--- src/stir_pkg.sv ---
package stir_pkg;

    // ------------------------------------------------------------
    // bus addressing
    // ------------------------------------------------------------
    localparam logic [6:0] STIR_DEV_ADDR      = 7'h69;  // write byte d2, read byte d3
    localparam logic       STIR_DIR_WRITE     = 1'b0;
    localparam logic       STIR_DIR_READ      = 1'b1;

    // ------------------------------------------------------------
    // register indices
    // ------------------------------------------------------------
    localparam logic [7:0] STIR_IDX_TEST_CTRL = 8'h06;
    localparam logic [7:0] STIR_IDX_MAKER_REV = 8'h07;
    localparam logic [7:0] STIR_IDX_READ_LEN  = 8'h08;
    localparam logic [7:0] STIR_IDX_PART_ID   = 8'h09;

    // ------------------------------------------------------------
    // test control byte layout and reset
    // ------------------------------------------------------------
    localparam int         STIR_TEST_TYPE_POS  = 7;
    localparam int         STIR_TEST_ENTRY_POS = 6;
    localparam logic [7:0] STIR_TEST_CTRL_RST  = 8'h08;
    localparam logic [7:0] STIR_TEST_CTRL_WMSK = 8'hc0;

    // ------------------------------------------------------------
    // identity and length defaults (identity values arbitrary)
    // ------------------------------------------------------------
    localparam logic [3:0] STIR_REV_CODE      = 4'h3;
    localparam logic [3:0] STIR_MAKER_CODE    = 4'h5;
    localparam logic [7:0] STIR_PART_CODE     = 8'h77;
    localparam logic [7:0] STIR_READ_LEN_RST  = 8'h0a;

    // ------------------------------------------------------------
    // output modes and serial states
    // ------------------------------------------------------------
    typedef enum logic [1:0] {
        STIR_OUT_NORMAL,
        STIR_OUT_HIZ,
        STIR_OUT_REFDIV
    } stir_out_mode_type;

    typedef enum logic [3:0] {
        STIR_ST_IDLE,
        STIR_ST_ADDR,
        STIR_ST_ADDR_ACK,
        STIR_ST_INDEX,
        STIR_ST_INDEX_ACK,
        STIR_ST_COUNT,
        STIR_ST_COUNT_ACK,
        STIR_ST_WDATA,
        STIR_ST_WDATA_ACK,
        STIR_ST_RDATA,
        STIR_ST_RDATA_ACK,
        STIR_ST_SKIP
    } stir_state_type;

endpackage : stir_pkg

--- src/stir_sync.sv ---
`timescale 1ns/1ps

module stir_sync
    import stir_pkg::*;
(
    input  wire logic clk_i,
    input  wire logic rst_b_i,
    input  wire logic d_i,
    output logic      q_o
);

    logic meta_q;

    // first stage is read only by the second
    always_ff @(posedge clk_i or negedge rst_b_i) begin
        if (!rst_b_i) begin
            meta_q <= 1'b0;
            q_o    <= 1'b0;
        end else begin
            meta_q <= d_i;
            q_o    <= meta_q;
        end
    end

endmodule : stir_sync

--- src/stir_test_id_regs.sv ---
`timescale 1ns/1ps

// Summary of operation
// - in register-entered test mode the test-type bit picks divided reference (1) or hi-z (0), reset 0.
// - writing 1 to the test-entry bit enters test mode when the strap was low at power-up.
// - the test-entry bit resets to 0 and with it and the strap low the outputs run normally.
// - a high strap at power-up enters test mode whatever the test-entry bit holds.
// - in strap test mode outputs are hi-z only when test-output pin and test-type bit are both 0.
// - test mode, once entered, holds until power is cycled.
// - with the strap low at power-up, only the test-entry bit can enter test mode.
// - in register test mode the test-output pin is ignored and only the test-type bit counts.
// - the identity byte is read-only with revision code in bits 7..4 and maker code in bits 3..0.
// - the read-length byte is read-write, resets to ten and is sent as the count byte of a block read, which does not stop after that many bytes.
// - index nine is a read-only part identity byte.
// - the device answers address d2 for write and d3 for read.
// - block write is index, count X, then X data bytes, each acknowledged.
// - block read sends the count first, then data, until the host sends not-acknowledge.
module stir_test_id_regs
    import stir_pkg::*;
(
    input  wire logic  clk_i,
    input  wire logic  rst_b_i,
    input  wire logic  scl_i,
    input  wire logic  sda_i,
    output logic       sda_o,
    output logic       sda_oe_b_o,
    input  wire logic  test_sel_i,
    input  wire logic  test_out_sel_i,
    output logic [1:0] out_mode_o,
    output logic       test_active_o
);

    // ------------------------------------------------------------
    // pin synchronisers
    // ------------------------------------------------------------
    logic [3:0] pin_raw;
    logic [3:0] pin_s;
    logic       scl_s;
    logic       sda_s;
    logic       tsel_s;
    logic       tout_s;

    assign pin_raw = {test_out_sel_i, test_sel_i, sda_i, scl_i};

    for (genvar g = 0; g < 4; g++) begin : g_sync
        stir_sync u_sync (
            .clk_i   (clk_i),
            .rst_b_i (rst_b_i),
            .d_i     (pin_raw[g]),
            .q_o     (pin_s[g])
        );
    end

    assign scl_s  = pin_s[0];
    assign sda_s  = pin_s[1];
    assign tsel_s = pin_s[2];
    assign tout_s = pin_s[3];

    // ------------------------------------------------------------
    // bus edge and condition detection
    // ------------------------------------------------------------
    logic scl_q;
    logic sda_q;
    wire  scl_rise = scl_s & ~scl_q;
    wire  scl_fall = ~scl_s & scl_q;
    wire  start_c  = scl_s & scl_q & sda_q & ~sda_s;
    wire  stop_c   = scl_s & scl_q & ~sda_q & sda_s;

    always_ff @(posedge clk_i or negedge rst_b_i) begin
        if (!rst_b_i) begin
            scl_q <= 1'b1;
            sda_q <= 1'b1;
        end else begin
            scl_q <= scl_s;
            sda_q <= sda_s;
        end
    end

    // ------------------------------------------------------------
    // registers and test mode state
    // ------------------------------------------------------------
    logic [7:0] test_ctrl_q;
    logic [7:0] read_len_q;
    logic       strap_done_q;
    logic       strap_q;
    logic       reg_test_q;
    logic [1:0] strap_wait_q;

    wire [7:0] maker_rev = {STIR_REV_CODE, STIR_MAKER_CODE};
    wire       test_type = test_ctrl_q[STIR_TEST_TYPE_POS];

    // ------------------------------------------------------------
    // serial engine
    // ------------------------------------------------------------
    stir_state_type state_q;
    logic [7:0]     shift_q;
    logic [2:0]     bit_q;
    logic [7:0]     idx_q;
    logic [7:0]     cnt_q;
    logic           rd_q;
    logic           drive_q;
    logic           bit_seen_q;

    wire       byte_done = scl_fall & bit_seen_q & (bit_q == 3'd0);
    wire [7:0] rx_byte   = shift_q;
    wire       addr_hit  = (rx_byte[7:1] == STIR_DEV_ADDR);
    wire       wr_hit    = rx_byte[0] == STIR_DIR_WRITE;

    logic [7:0] rd_data;
    always_comb begin
        case (idx_q)
            STIR_IDX_TEST_CTRL: rd_data = test_ctrl_q;
            STIR_IDX_MAKER_REV: rd_data = maker_rev;
            STIR_IDX_READ_LEN:  rd_data = read_len_q;
            STIR_IDX_PART_ID:   rd_data = STIR_PART_CODE;
            default:            rd_data = 8'h00;
        endcase
    end

    wire       do_write  = (state_q == STIR_ST_WDATA) & byte_done & (cnt_q != 8'h00);
    wire [7:0] wbyte     = shift_q;

    always_ff @(posedge clk_i or negedge rst_b_i) begin
        if (!rst_b_i) begin
            state_q      <= STIR_ST_IDLE;
            shift_q      <= 8'h00;
            bit_q        <= 3'd7;
            idx_q        <= 8'h00;
            cnt_q        <= 8'h00;
            rd_q         <= 1'b0;
            drive_q      <= 1'b0;
            bit_seen_q   <= 1'b0;
        end else if (stop_c) begin
            state_q <= STIR_ST_IDLE;
            drive_q <= 1'b0;
        end else if (start_c) begin
            state_q    <= STIR_ST_ADDR;
            bit_q      <= 3'd7;
            drive_q    <= 1'b0;
            bit_seen_q <= 1'b0;
        end else begin
            // the fall that ends a start carries no bit and must not count
            if (scl_rise) begin
                bit_seen_q <= 1'b1;
            end else if (scl_fall) begin
                bit_seen_q <= 1'b0;
            end
            if (scl_rise && (state_q == STIR_ST_ADDR || state_q == STIR_ST_INDEX ||
                             state_q == STIR_ST_COUNT || state_q == STIR_ST_WDATA)) begin
                shift_q <= {shift_q[6:0], sda_s};
            end
            case (state_q)
                STIR_ST_ADDR, STIR_ST_INDEX, STIR_ST_COUNT, STIR_ST_WDATA: begin
                    if (scl_fall && bit_seen_q) begin
                        bit_q <= bit_q - 3'd1;
                    end
                    if (byte_done) begin
                        bit_q   <= 3'd7;
                        drive_q <= 1'b1;
                        case (state_q)
                            STIR_ST_ADDR: begin
                                if (addr_hit) begin
                                    state_q <= STIR_ST_ADDR_ACK;
                                    rd_q    <= ~wr_hit;
                                end else begin
                                    state_q <= STIR_ST_SKIP;
                                    drive_q <= 1'b0;
                                end
                            end
                            STIR_ST_INDEX: state_q <= STIR_ST_INDEX_ACK;
                            STIR_ST_COUNT: begin
                                state_q <= STIR_ST_COUNT_ACK;
                                cnt_q   <= shift_q;
                            end
                            default: begin
                                state_q <= STIR_ST_WDATA_ACK;
                                if (cnt_q != 8'h00) begin
                                    cnt_q <= cnt_q - 8'h01;
                                    idx_q <= idx_q + 8'h01;
                                end
                            end
                        endcase
                    end
                end
                STIR_ST_ADDR_ACK, STIR_ST_INDEX_ACK, STIR_ST_COUNT_ACK, STIR_ST_WDATA_ACK: begin
                    if (scl_fall) begin
                        drive_q <= 1'b0;
                        case (state_q)
                            STIR_ST_ADDR_ACK: begin
                                state_q <= rd_q ? STIR_ST_RDATA : STIR_ST_INDEX;
                                drive_q <= rd_q;
                                shift_q <= read_len_q;
                            end
                            STIR_ST_INDEX_ACK: begin
                                idx_q   <= shift_q;
                                state_q <= STIR_ST_COUNT;
                            end
                            default: state_q <= STIR_ST_WDATA;
                        endcase
                    end
                end
                STIR_ST_RDATA: begin
                    if (scl_fall) begin
                        if (bit_q == 3'd0) begin
                            drive_q <= 1'b0;
                            bit_q   <= 3'd7;
                            state_q <= STIR_ST_RDATA_ACK;
                        end else begin
                            bit_q   <= bit_q - 3'd1;
                            shift_q <= {shift_q[6:0], 1'b0};
                        end
                    end
                end
                STIR_ST_RDATA_ACK: begin
                    // host nack ends the read; data then idles until stop
                    if (scl_rise) begin
                        state_q <= sda_s ? STIR_ST_SKIP : STIR_ST_RDATA_ACK;
                    end
                    if (scl_fall) begin
                        state_q <= STIR_ST_RDATA;
                        drive_q <= 1'b1;
                        shift_q <= rd_data;
                        idx_q   <= idx_q + 8'h01;
                    end
                end
                STIR_ST_IDLE, STIR_ST_SKIP: drive_q <= 1'b0;
                default:                    state_q <= STIR_ST_IDLE;
            endcase
        end
    end

    // first data byte must be the addressed one, so fetch uses idx before increment
    wire rd_bit = shift_q[7];
    assign sda_o      = (state_q == STIR_ST_RDATA) ? rd_bit : 1'b0;
    assign sda_oe_b_o = ~drive_q;

    // ------------------------------------------------------------
    // register writes
    // ------------------------------------------------------------
    wire [7:0] widx   = idx_q;
    wire       wr_tc  = do_write & (widx == STIR_IDX_TEST_CTRL);
    wire       wr_len = do_write & (widx == STIR_IDX_READ_LEN);

    always_ff @(posedge clk_i or negedge rst_b_i) begin
        if (!rst_b_i) begin
            test_ctrl_q <= STIR_TEST_CTRL_RST;
            read_len_q  <= STIR_READ_LEN_RST;
        end else begin
            if (wr_tc) begin
                test_ctrl_q <= (wbyte & STIR_TEST_CTRL_WMSK) |
                               (STIR_TEST_CTRL_RST & ~STIR_TEST_CTRL_WMSK);
            end
            if (wr_len) begin
                read_len_q <= wbyte;
            end
        end
    end

    // ------------------------------------------------------------
    // test mode selection
    // ------------------------------------------------------------
    always_ff @(posedge clk_i or negedge rst_b_i) begin
        if (!rst_b_i) begin
            strap_done_q <= 1'b0;
            strap_q      <= 1'b0;
            reg_test_q   <= 1'b0;
            strap_wait_q <= 2'b00;
        end else begin
            // wait until the synchroniser holds the pin rather than its reset value
            strap_wait_q <= {strap_wait_q[0], 1'b1};
            if (strap_wait_q[1] && !strap_done_q) begin
                strap_done_q <= 1'b1;
                strap_q      <= tsel_s;
            end
            // sticky: no write clears it, only power-up reset
            if (test_ctrl_q[STIR_TEST_ENTRY_POS] && strap_done_q && !strap_q) begin
                reg_test_q <= 1'b1;
            end
        end
    end

    stir_out_mode_type mode;
    always_comb begin
        if (strap_q) begin
            mode = (!tout_s && !test_type) ? STIR_OUT_HIZ : STIR_OUT_REFDIV;
        end else if (reg_test_q) begin
            mode = test_type ? STIR_OUT_REFDIV : STIR_OUT_HIZ;
        end else begin
            mode = STIR_OUT_NORMAL;
        end
    end

    assign out_mode_o    = mode;
    assign test_active_o = strap_q | reg_test_q;

endmodule : stir_test_id_regs

--- config.mk ---
export PLATFORM = sky130hd
export DESIGN_NAME = stir_test_id_regs
export DESIGN_NICKNAME = d
export VERILOG_FILES = /design/src/stir_pkg.sv /design/src/stir_sync.sv /design/src/stir_test_id_regs.sv
export SDC_FILE = /design/constraint.sdc
export NUM_CORES = 1
export LEC_CHECK = 0
export ABC_AREA = 1
export BUFFER_PORTS_ARGS = -buffer_cell sky130_fd_sc_hd__buf_4
export CORE_MARGIN = 2
export CORE_UTILIZATION = 35
export DETAILED_ROUTE_END_ITERATION = 10
export GPL_ROUTABILITY_DRIVEN = 0
export PLACE_DENSITY_LB_ADDON = 0.3
export SLEW_MARGIN = 10
export SYNTH_ARGS = -nofsm -noshare
export SYNTH_HDL_FRONTEND = slang
export SYNTH_HIERARCHICAL = 1
export SYNTH_SLANG_ARGS = --single-unit
--- constraint.sdc ---
create_clock -name clk_i -period 2.55 [get_ports clk_i]
set_input_delay 0.51 -clock clk_i [delete_from_list [all_inputs] [get_ports clk_i]]
set_output_delay 0.51 -clock clk_i [all_outputs]
set_load 0.005 [all_outputs]
Word-level counts from Yosys, hierarchy flattened
Cells that the tools add are included.
W data, S select, Z words.
{"block": "totals", "reg_bits": 59, "latchBits": 0, "mem_bits_rw": 0, "romBits": 0, "inputBits": 6, "out_inout_bits": 5, "wordCells": 170, "n_memories": 0}
{"block": "classes", "addsub": 3, "n_mul": 0, "n_div": 0, "order_cmp": 0, "n_eq_ne": 31, "shifts": 0, "mux": 56, "bitwise_logic": 22, "n_reduce_logical": 34}
{"operator": "$mux W8", "n": 13}
{"operator": "$pmux W8 S3", "n": 2}
{"operator": "$mux W4", "n": 10}
{"operator": "$pmux W8 S4", "n": 1}
{"operator": "$ne A4 B4 Y1 const B", "n": 6}
{"operator": "$reduce_and A6 Y1", "n": 4}
{"operator": "$pmux W4 S5", "n": 1}
{"operator": "$eq A4 B3 Y1 const B", "n": 4}
{"operator": "$eq A4 B4 Y1 const B", "n": 4}
{"operator": "$eq A8 B3 Y1 const B", "n": 2}
{"operator": "$eq A8 B4 Y1 const B", "n": 2}
{"operator": "$pmux W8 S2", "n": 1}
{"operator": "$mux W1", "n": 15}
{"operator": "$mux W3", "n": 5}
{"operator": "$and A1 B1 Y1", "n": 13}
{"operator": "$ne A2 B2 Y1 const B", "n": 6}
{"operator": "$pmux W4 S3", "n": 1}
{"operator": "$reduce_and A9 Y1", "n": 1}
{"operator": "$reduce_bool A3 Y1", "n": 3}
{"operator": "$add A8 B1 Y8 const B", "n": 1}
{"operator": "$eq A4 B2 Y1 const B", "n": 2}
{"operator": "$mux W2", "n": 4}
{"operator": "$not A1 Y1", "n": 8}
{"operator": "$pmux W4 S2", "n": 1}
{"operator": "22 further kinds", "n": 36}

Depth between registers and ports, before layout
{"block": "depth", "word_depth": 9, "ltp_mapped": 12, "mapped_depth_nobuf": 12}

Hierarchy
The synthesis kept the hierarchy.
{"module": "stir_test_id_regs", "instances": 1, "cells_each": 530, "area_per_inst_um2": 3549.7, "seq_area_each_um2": 1285.0}
{"module": "stir_sync", "instances": 4, "cells_each": 2, "area_per_inst_um2": 50.0, "seq_area_each_um2": 50.0}

Least setup slack after synthesis
Ideal clock, no wire load.
{"block": "synth_timing", "path_type": "flip-flop to flip-flop", "startpoint": "reg g_sync[0].u_sync.q_o", "endpoint": "reg idx_q[0]", "setup_time_ns": 0.117, "t_arrival_ns": 1.684, "required_time_ns": 2.433, "setup_slack_ns": 0.749, "path_stages_with_launch": 10, "path_buffers": 0, "period_less_slack_ns": 1.801, "cell_sequence": "dfrtp_1 ha_1 nand3b_1 nand2_1 inv_1 nand3_1 nor3b_4 nand2_4 nand2_1 nand2_1"}
{"block": "synth_between", "elab_chain_cells": 6, "word_cells_on_any_way": 15, "cone_classes": "3 x eq/ne; 11 x bitwise; 1 x reduce/logical"}
{"element": "from (decl)", "line_no": "stir_sync.sv:9", "rtl": "output logic q_o"}
{"element": "from (signal assigned)", "line_no": "stir_sync.sv:21", "rtl": "q_o <= meta_q;"}
{"element": "$not A1 Y1", "line_no": "stir_test_id_regs.sv:65", "rtl": "wire scl_fall = ~scl_s & scl_q;"}
{"element": "$and A1 B1 Y1", "line_no": "stir_test_id_regs.sv:65"}
{"element": "$and A1 B1 Y1 (2 in a row)", "line_no": "stir_test_id_regs.sv:104", "rtl": "wire byte_done = scl_fall & bit_seen_q & (bit_q == 3'd0);"}
{"element": "$ne A2 B2 Y1 (no source line)"}
{"element": "$reduce_and A9 Y1 (no source line) *"}
{"element": "to (signal assigned)", "line_no": "stir_test_id_regs.sv:179", "rtl": "idx_q <= idx_q + 8'h01;"}
{"element": "to (signal assigned)", "line_no": "stir_test_id_regs.sv:195", "rtl": "idx_q <= shift_q;"}
{"element": "to (signal assigned)", "line_no": "stir_test_id_regs.sv:223", "rtl": "idx_q <= idx_q + 8'h01;"}
{"element": "to (decl)", "line_no": "stir_test_id_regs.sv:98", "rtl": "logic [7:0] idx_q;"}
Every way passes the cells marked *; elsewhere a longest branch is shown, timed or not.
A chain may end at the register's enable or synchronous reset.

Final worst setup path
{"block": "layout_timing", "startpoint": "reg scl_q", "endpoint": "reg read_len_q[4]"}
{"block": "layout_between", "elab_chain_cells": 6}
{"element": "from (decl)", "line_no": "stir_test_id_regs.sv:62", "rtl": "logic scl_q;"}
{"element": "from (signal assigned)", "line_no": "stir_test_id_regs.sv:74", "rtl": "scl_q <= scl_s;"}
{"element": "$and A1 B1 Y1", "line_no": "stir_test_id_regs.sv:65"}
{"element": "$and A1 B1 Y1 (2 in a row)", "line_no": "stir_test_id_regs.sv:104"}
{"element": "$and A1 B1 Y1 (2 in a row)", "line_no": "stir_test_id_regs.sv:120", "rtl": "wire do_write = (state_q == STIR_ST_WDATA) & byte_done & (cnt_q != 8'h00);"}
{"element": "$and A1 B1 Y1", "line_no": "stir_test_id_regs.sv:242", "rtl": "wire wr_len = do_write & (widx == STIR_IDX_READ_LEN);"}
{"element": "to (signal assigned)", "line_no": "stir_test_id_regs.sv:254", "rtl": "read_len_q <= wbyte;"}
{"element": "to (decl)", "line_no": "stir_test_id_regs.sv:83", "rtl": "logic [7:0] read_len_q;"}
Every way passes these cells.

==> impl_summary.md <==
Finish
The number of standard cells in the layout, taps in and fillers out is 694. The finished cells cover 0.00417 mm2. The synthesis-to-layout area growth is 11.1%. The final layout contains 569 nets.

The antenna diode count is 0. In the final layout, the share of cells above drive strength 1 is 0.108. The number of fill cells in the layout is 1111.

Placement
The count of buffers added on input and output ports is 10. The cell count after placement is 678. Detailed placement finished with a half-perimeter wire length of 6740 um. The post-placement cell area is 0.00397 mm2.

Routing
The post-detailed-route DRC marker count is 0. The sum of routed wire length over all layers is 9270 um. After the first detailed-routing iteration, the DRC count stood at 324.

The first detailed-routing pass ran for 5 iterations. Summing over every cut layer, the via total after detailed routing is 3527. Using the TritonRoute via totals, the vias-per-cell ratio works out to 5.08. The wire length per cell is 13.4 um. In this run the remaining antenna-violating nets after routing total 0.

Logic synthesis
The count of cell types in the netlist is 35. The post-synthesis cell type with the largest combined area is dfrtp_1. After synthesis, the cell types taking the most area are dfrtp_1, nand2_1, nand3_1. The gate count after technology mapping is 538. Synthesis inferred 59 register bits. The parity-gate share of the synthesized area counting xor and xnor cells is 0.00934. The synthesized-area fraction occupied by ao, oa, aoi and oai cells is 0.116. For this run, asynchronously set or reset flops after synthesis account for 1.00. For this run, the number of Yosys warnings is 6. The post-synthesis sequential area ratio is 0.396. The fraction of synthesized area in multiplexers is 0. Of the total synthesized cell area, the portion taken by full adders, half adders and majority gates is 0.0334. By area, the combinational part of the netlist is dominated by simple AND/OR/NAND/NOR gates. By instance count, the leading cell after synthesis is nand2_1. The synthesized design contains 0 enable-type register cells. The share of synthesized area in the top cell type comes to 0.347. The simple-gate share of the synthesized area is 0.372.

The net count of the mapped netlist is 554. The commonest register cell after synthesis is dfrtp_1. The summed instance area of the synthesized netlist is 0.00375 mm2. Ranked by instance count, the synthesized netlist is headed by nand2_1, nor2_1, inv_1, dfrtp_1, nand3_1. Dividing the synthesized area by the synthesized cell count gives 6.97 um2.

Timing
The achievable clock frequency is 455 MHz. At the pin with the least slew margin, the transition time is 0.741 ns. The worst hold slack after final layout is 0.235 ns. Setup repair after global routing left no endpoint under its margin. The number of pins exceeding their max-slew limit in the final report is 0. The setup skew after layout is 0.00826 ns.

The smallest clock period supported by the final layout is computed as 2.20 ns. Setup violations remaining at the end of the flow were counted as 0. Headroom to the max-slew limit came out at 0.506. The number of hold violations in the final report is 0. In the finished design, the share of the clock period the worst path needs comes to 0.863. The setup TNS after final layout is 0 ns.

Setup path
The worst register-to-register path begins at scl_q. The path type of the worst setup path is reg -> reg. In this run the worst setup path begins at scl_q. Data arrives at the worst endpoint at 2.40 ns. The data required time at the worst endpoint is 2.76 ns. The worst setup path is launched from a flop. The biggest fanout along the worst timing path is 12.

The sort of element at the end of the critical path is a flop.

Global route
The via count of the first global-routing pass is 3289. The global router's overall resource usage is 0.174. The first global-routing pass estimated 15900 um of wire. Entering global routing, the biggest net connects 60 pins. The total overflow reported by the global router is 0. The initial antenna violation count came to 0.

CTS
The deepest clock path buffer count is 2. The number of buffers created by CTS is 9. TritonCTS built the clock tree.

Post-CTS repair changed the size of 0 cells. The clock drives 59 sinks. The H-tree depth is 3. Buffers added to address setup during post-CTS repair amount to 0. For the worst-skew pair, the clock arrives at the later sink with an insertion delay of 0.35 ns. The number of buffers inserted by hold repair at cts is 0.

The cell chosen for the clock root is clkbuf_8. The clock transition at the register clock pins on the worst setup and hold paths after CTS is 0.07 ns.

Floorplanning
The initial utilization of the core area, before any placement, comes to 0.362. The placeable core area is 0.0104 mm2. The number of top-level pins is 11. Measured along the x axis, the die boundary spans 108 um. The vertical die dimension is 108 um. The number of rows in the core area is 37. The die covers 0.0116 mm2.

Power
The peak supply drop is 407 uV. The analysis attributes to cell leakage a power of 0.00210 uW. The final total power is 4360 uW. In this run the power density over the cells is 1050 mW/mm2.

Flow run
Across the run, the number of max-cap violations was 0.

Run status
The flow ran to the end, and the final reports show no timing, DRC or antenna violations.

Min path
The kind of path behind the tightest hold check is in -> async.
==> cell usage in the layout, fill, tap and decap left out <==
master	count
nor2_8	1
bufinv_16	1
nand4_1	4
clkbuf_1	1
ha_1	10
a211oi_1	1
a31oi_1	3
o21ai_1	3
nand3b_1	3
nand2_4	2
nor2_4	1
dfstp_2	7
buf_4	15
xnor2_1	3
nor2_2	6
a21oi_1	16
nand3_2	4
nor2_1	58
clkinv_2	3
o22ai_1	1
a22oi_1	3
inv_1	56
a31o_2	1
nand3_1	50
nor3b_4	1
xor2_1	1
clkbuf_8	10
nor3_1	11
inv_2	1
o211ai_1	4
nand2_2	6
and2_1	2
clkinvlp_4	1
nand2_1	166
dfrtp_1	52
conb_1	1
o21ai_0	49
==> power by group <==
group | switching (uW) | internal [uW] | leakage (uW)
clock network | 386 | 473 | 0.0000991
registers | 263 | 1170 | 0.000736
logic | 1370 | 703 | 0.00127
==> worst paths after layout <==
path | to | depth (start not counted) | slack [ns]
setup / recovery | read_len_q[4] | 8 | 0.35
hold / removal | g_sync[1].u_sync/q_o | 1 | 0.24
setup reg to reg | read_len_q[4] | 8 | 0.35
hold reg to reg | g_sync[2].u_sync/q_o | 0 | 0.35
max in group asynchronous | idx_q[2] | 1 | 1.83
min in group clk_i | g_sync[2].u_sync/meta_q | 1 | 0.27
==> cell type report <==
cell class	count	area (um2)	area share
clock buffers	11	141	0.0339
clock inverters	5	52.6	0.0126
inverters	57	214	0.0513
multi-input cells	411	1990	0.478
flip-flops and latches	59	1490	0.356
well taps	136	170	0.0408
repair buffers	15	113	0.0270
==> cells by family after synthesis <==
family                     Yosys count
and+or+nand+nor                    315
AOI/OAI and AO/OA                   81
buffers and inverters               68
DFF                                 59
adders and majority gates           10
xor gates and xnor gates             4
other                                1
==> metrics by stage <==
step,utilization,setup slack (ns)
finish,0.402,0.351
global route,0.402,0.193
CTS,0.402,0.404
detailed placement,0.383,0.406
global placement,0.383,0.461
floorplan,-,0.749
==> metal layers <==
layer,global-route usage,wire length (um),vias to the layer above
met1,0.236,4310,1636
met2,0.277,4330,103
met4,0.0705,187,0
met3,0.0297,443,21
met5,0,0,-
li1,-,-,1767
==> flip-flops by register name (all words and copies together), names as in the netlist, 2 cells and up <==
signal and count:
read_len_q 8, bit_q 3, g_sync.u_sync/q_o 4, state_q 4
strap_wait_q 2, idx_q 8, test_ctrl_q 2, g_sync.u_sync/meta_q 4
rx_byte 8, cnt_q 8
==> critical path: stages (launching register included) <==
cell	delay (ns)
dfstp_2	0.55
ha_1	0.16
nand2_1	0.05
inv_1	0.08
nand2_1	0.10
nor2_1	0.17
nand2_1	0.20
nor2_1	0.60
o21ai_0	0.17
Power figures use the tool's default switching activity.
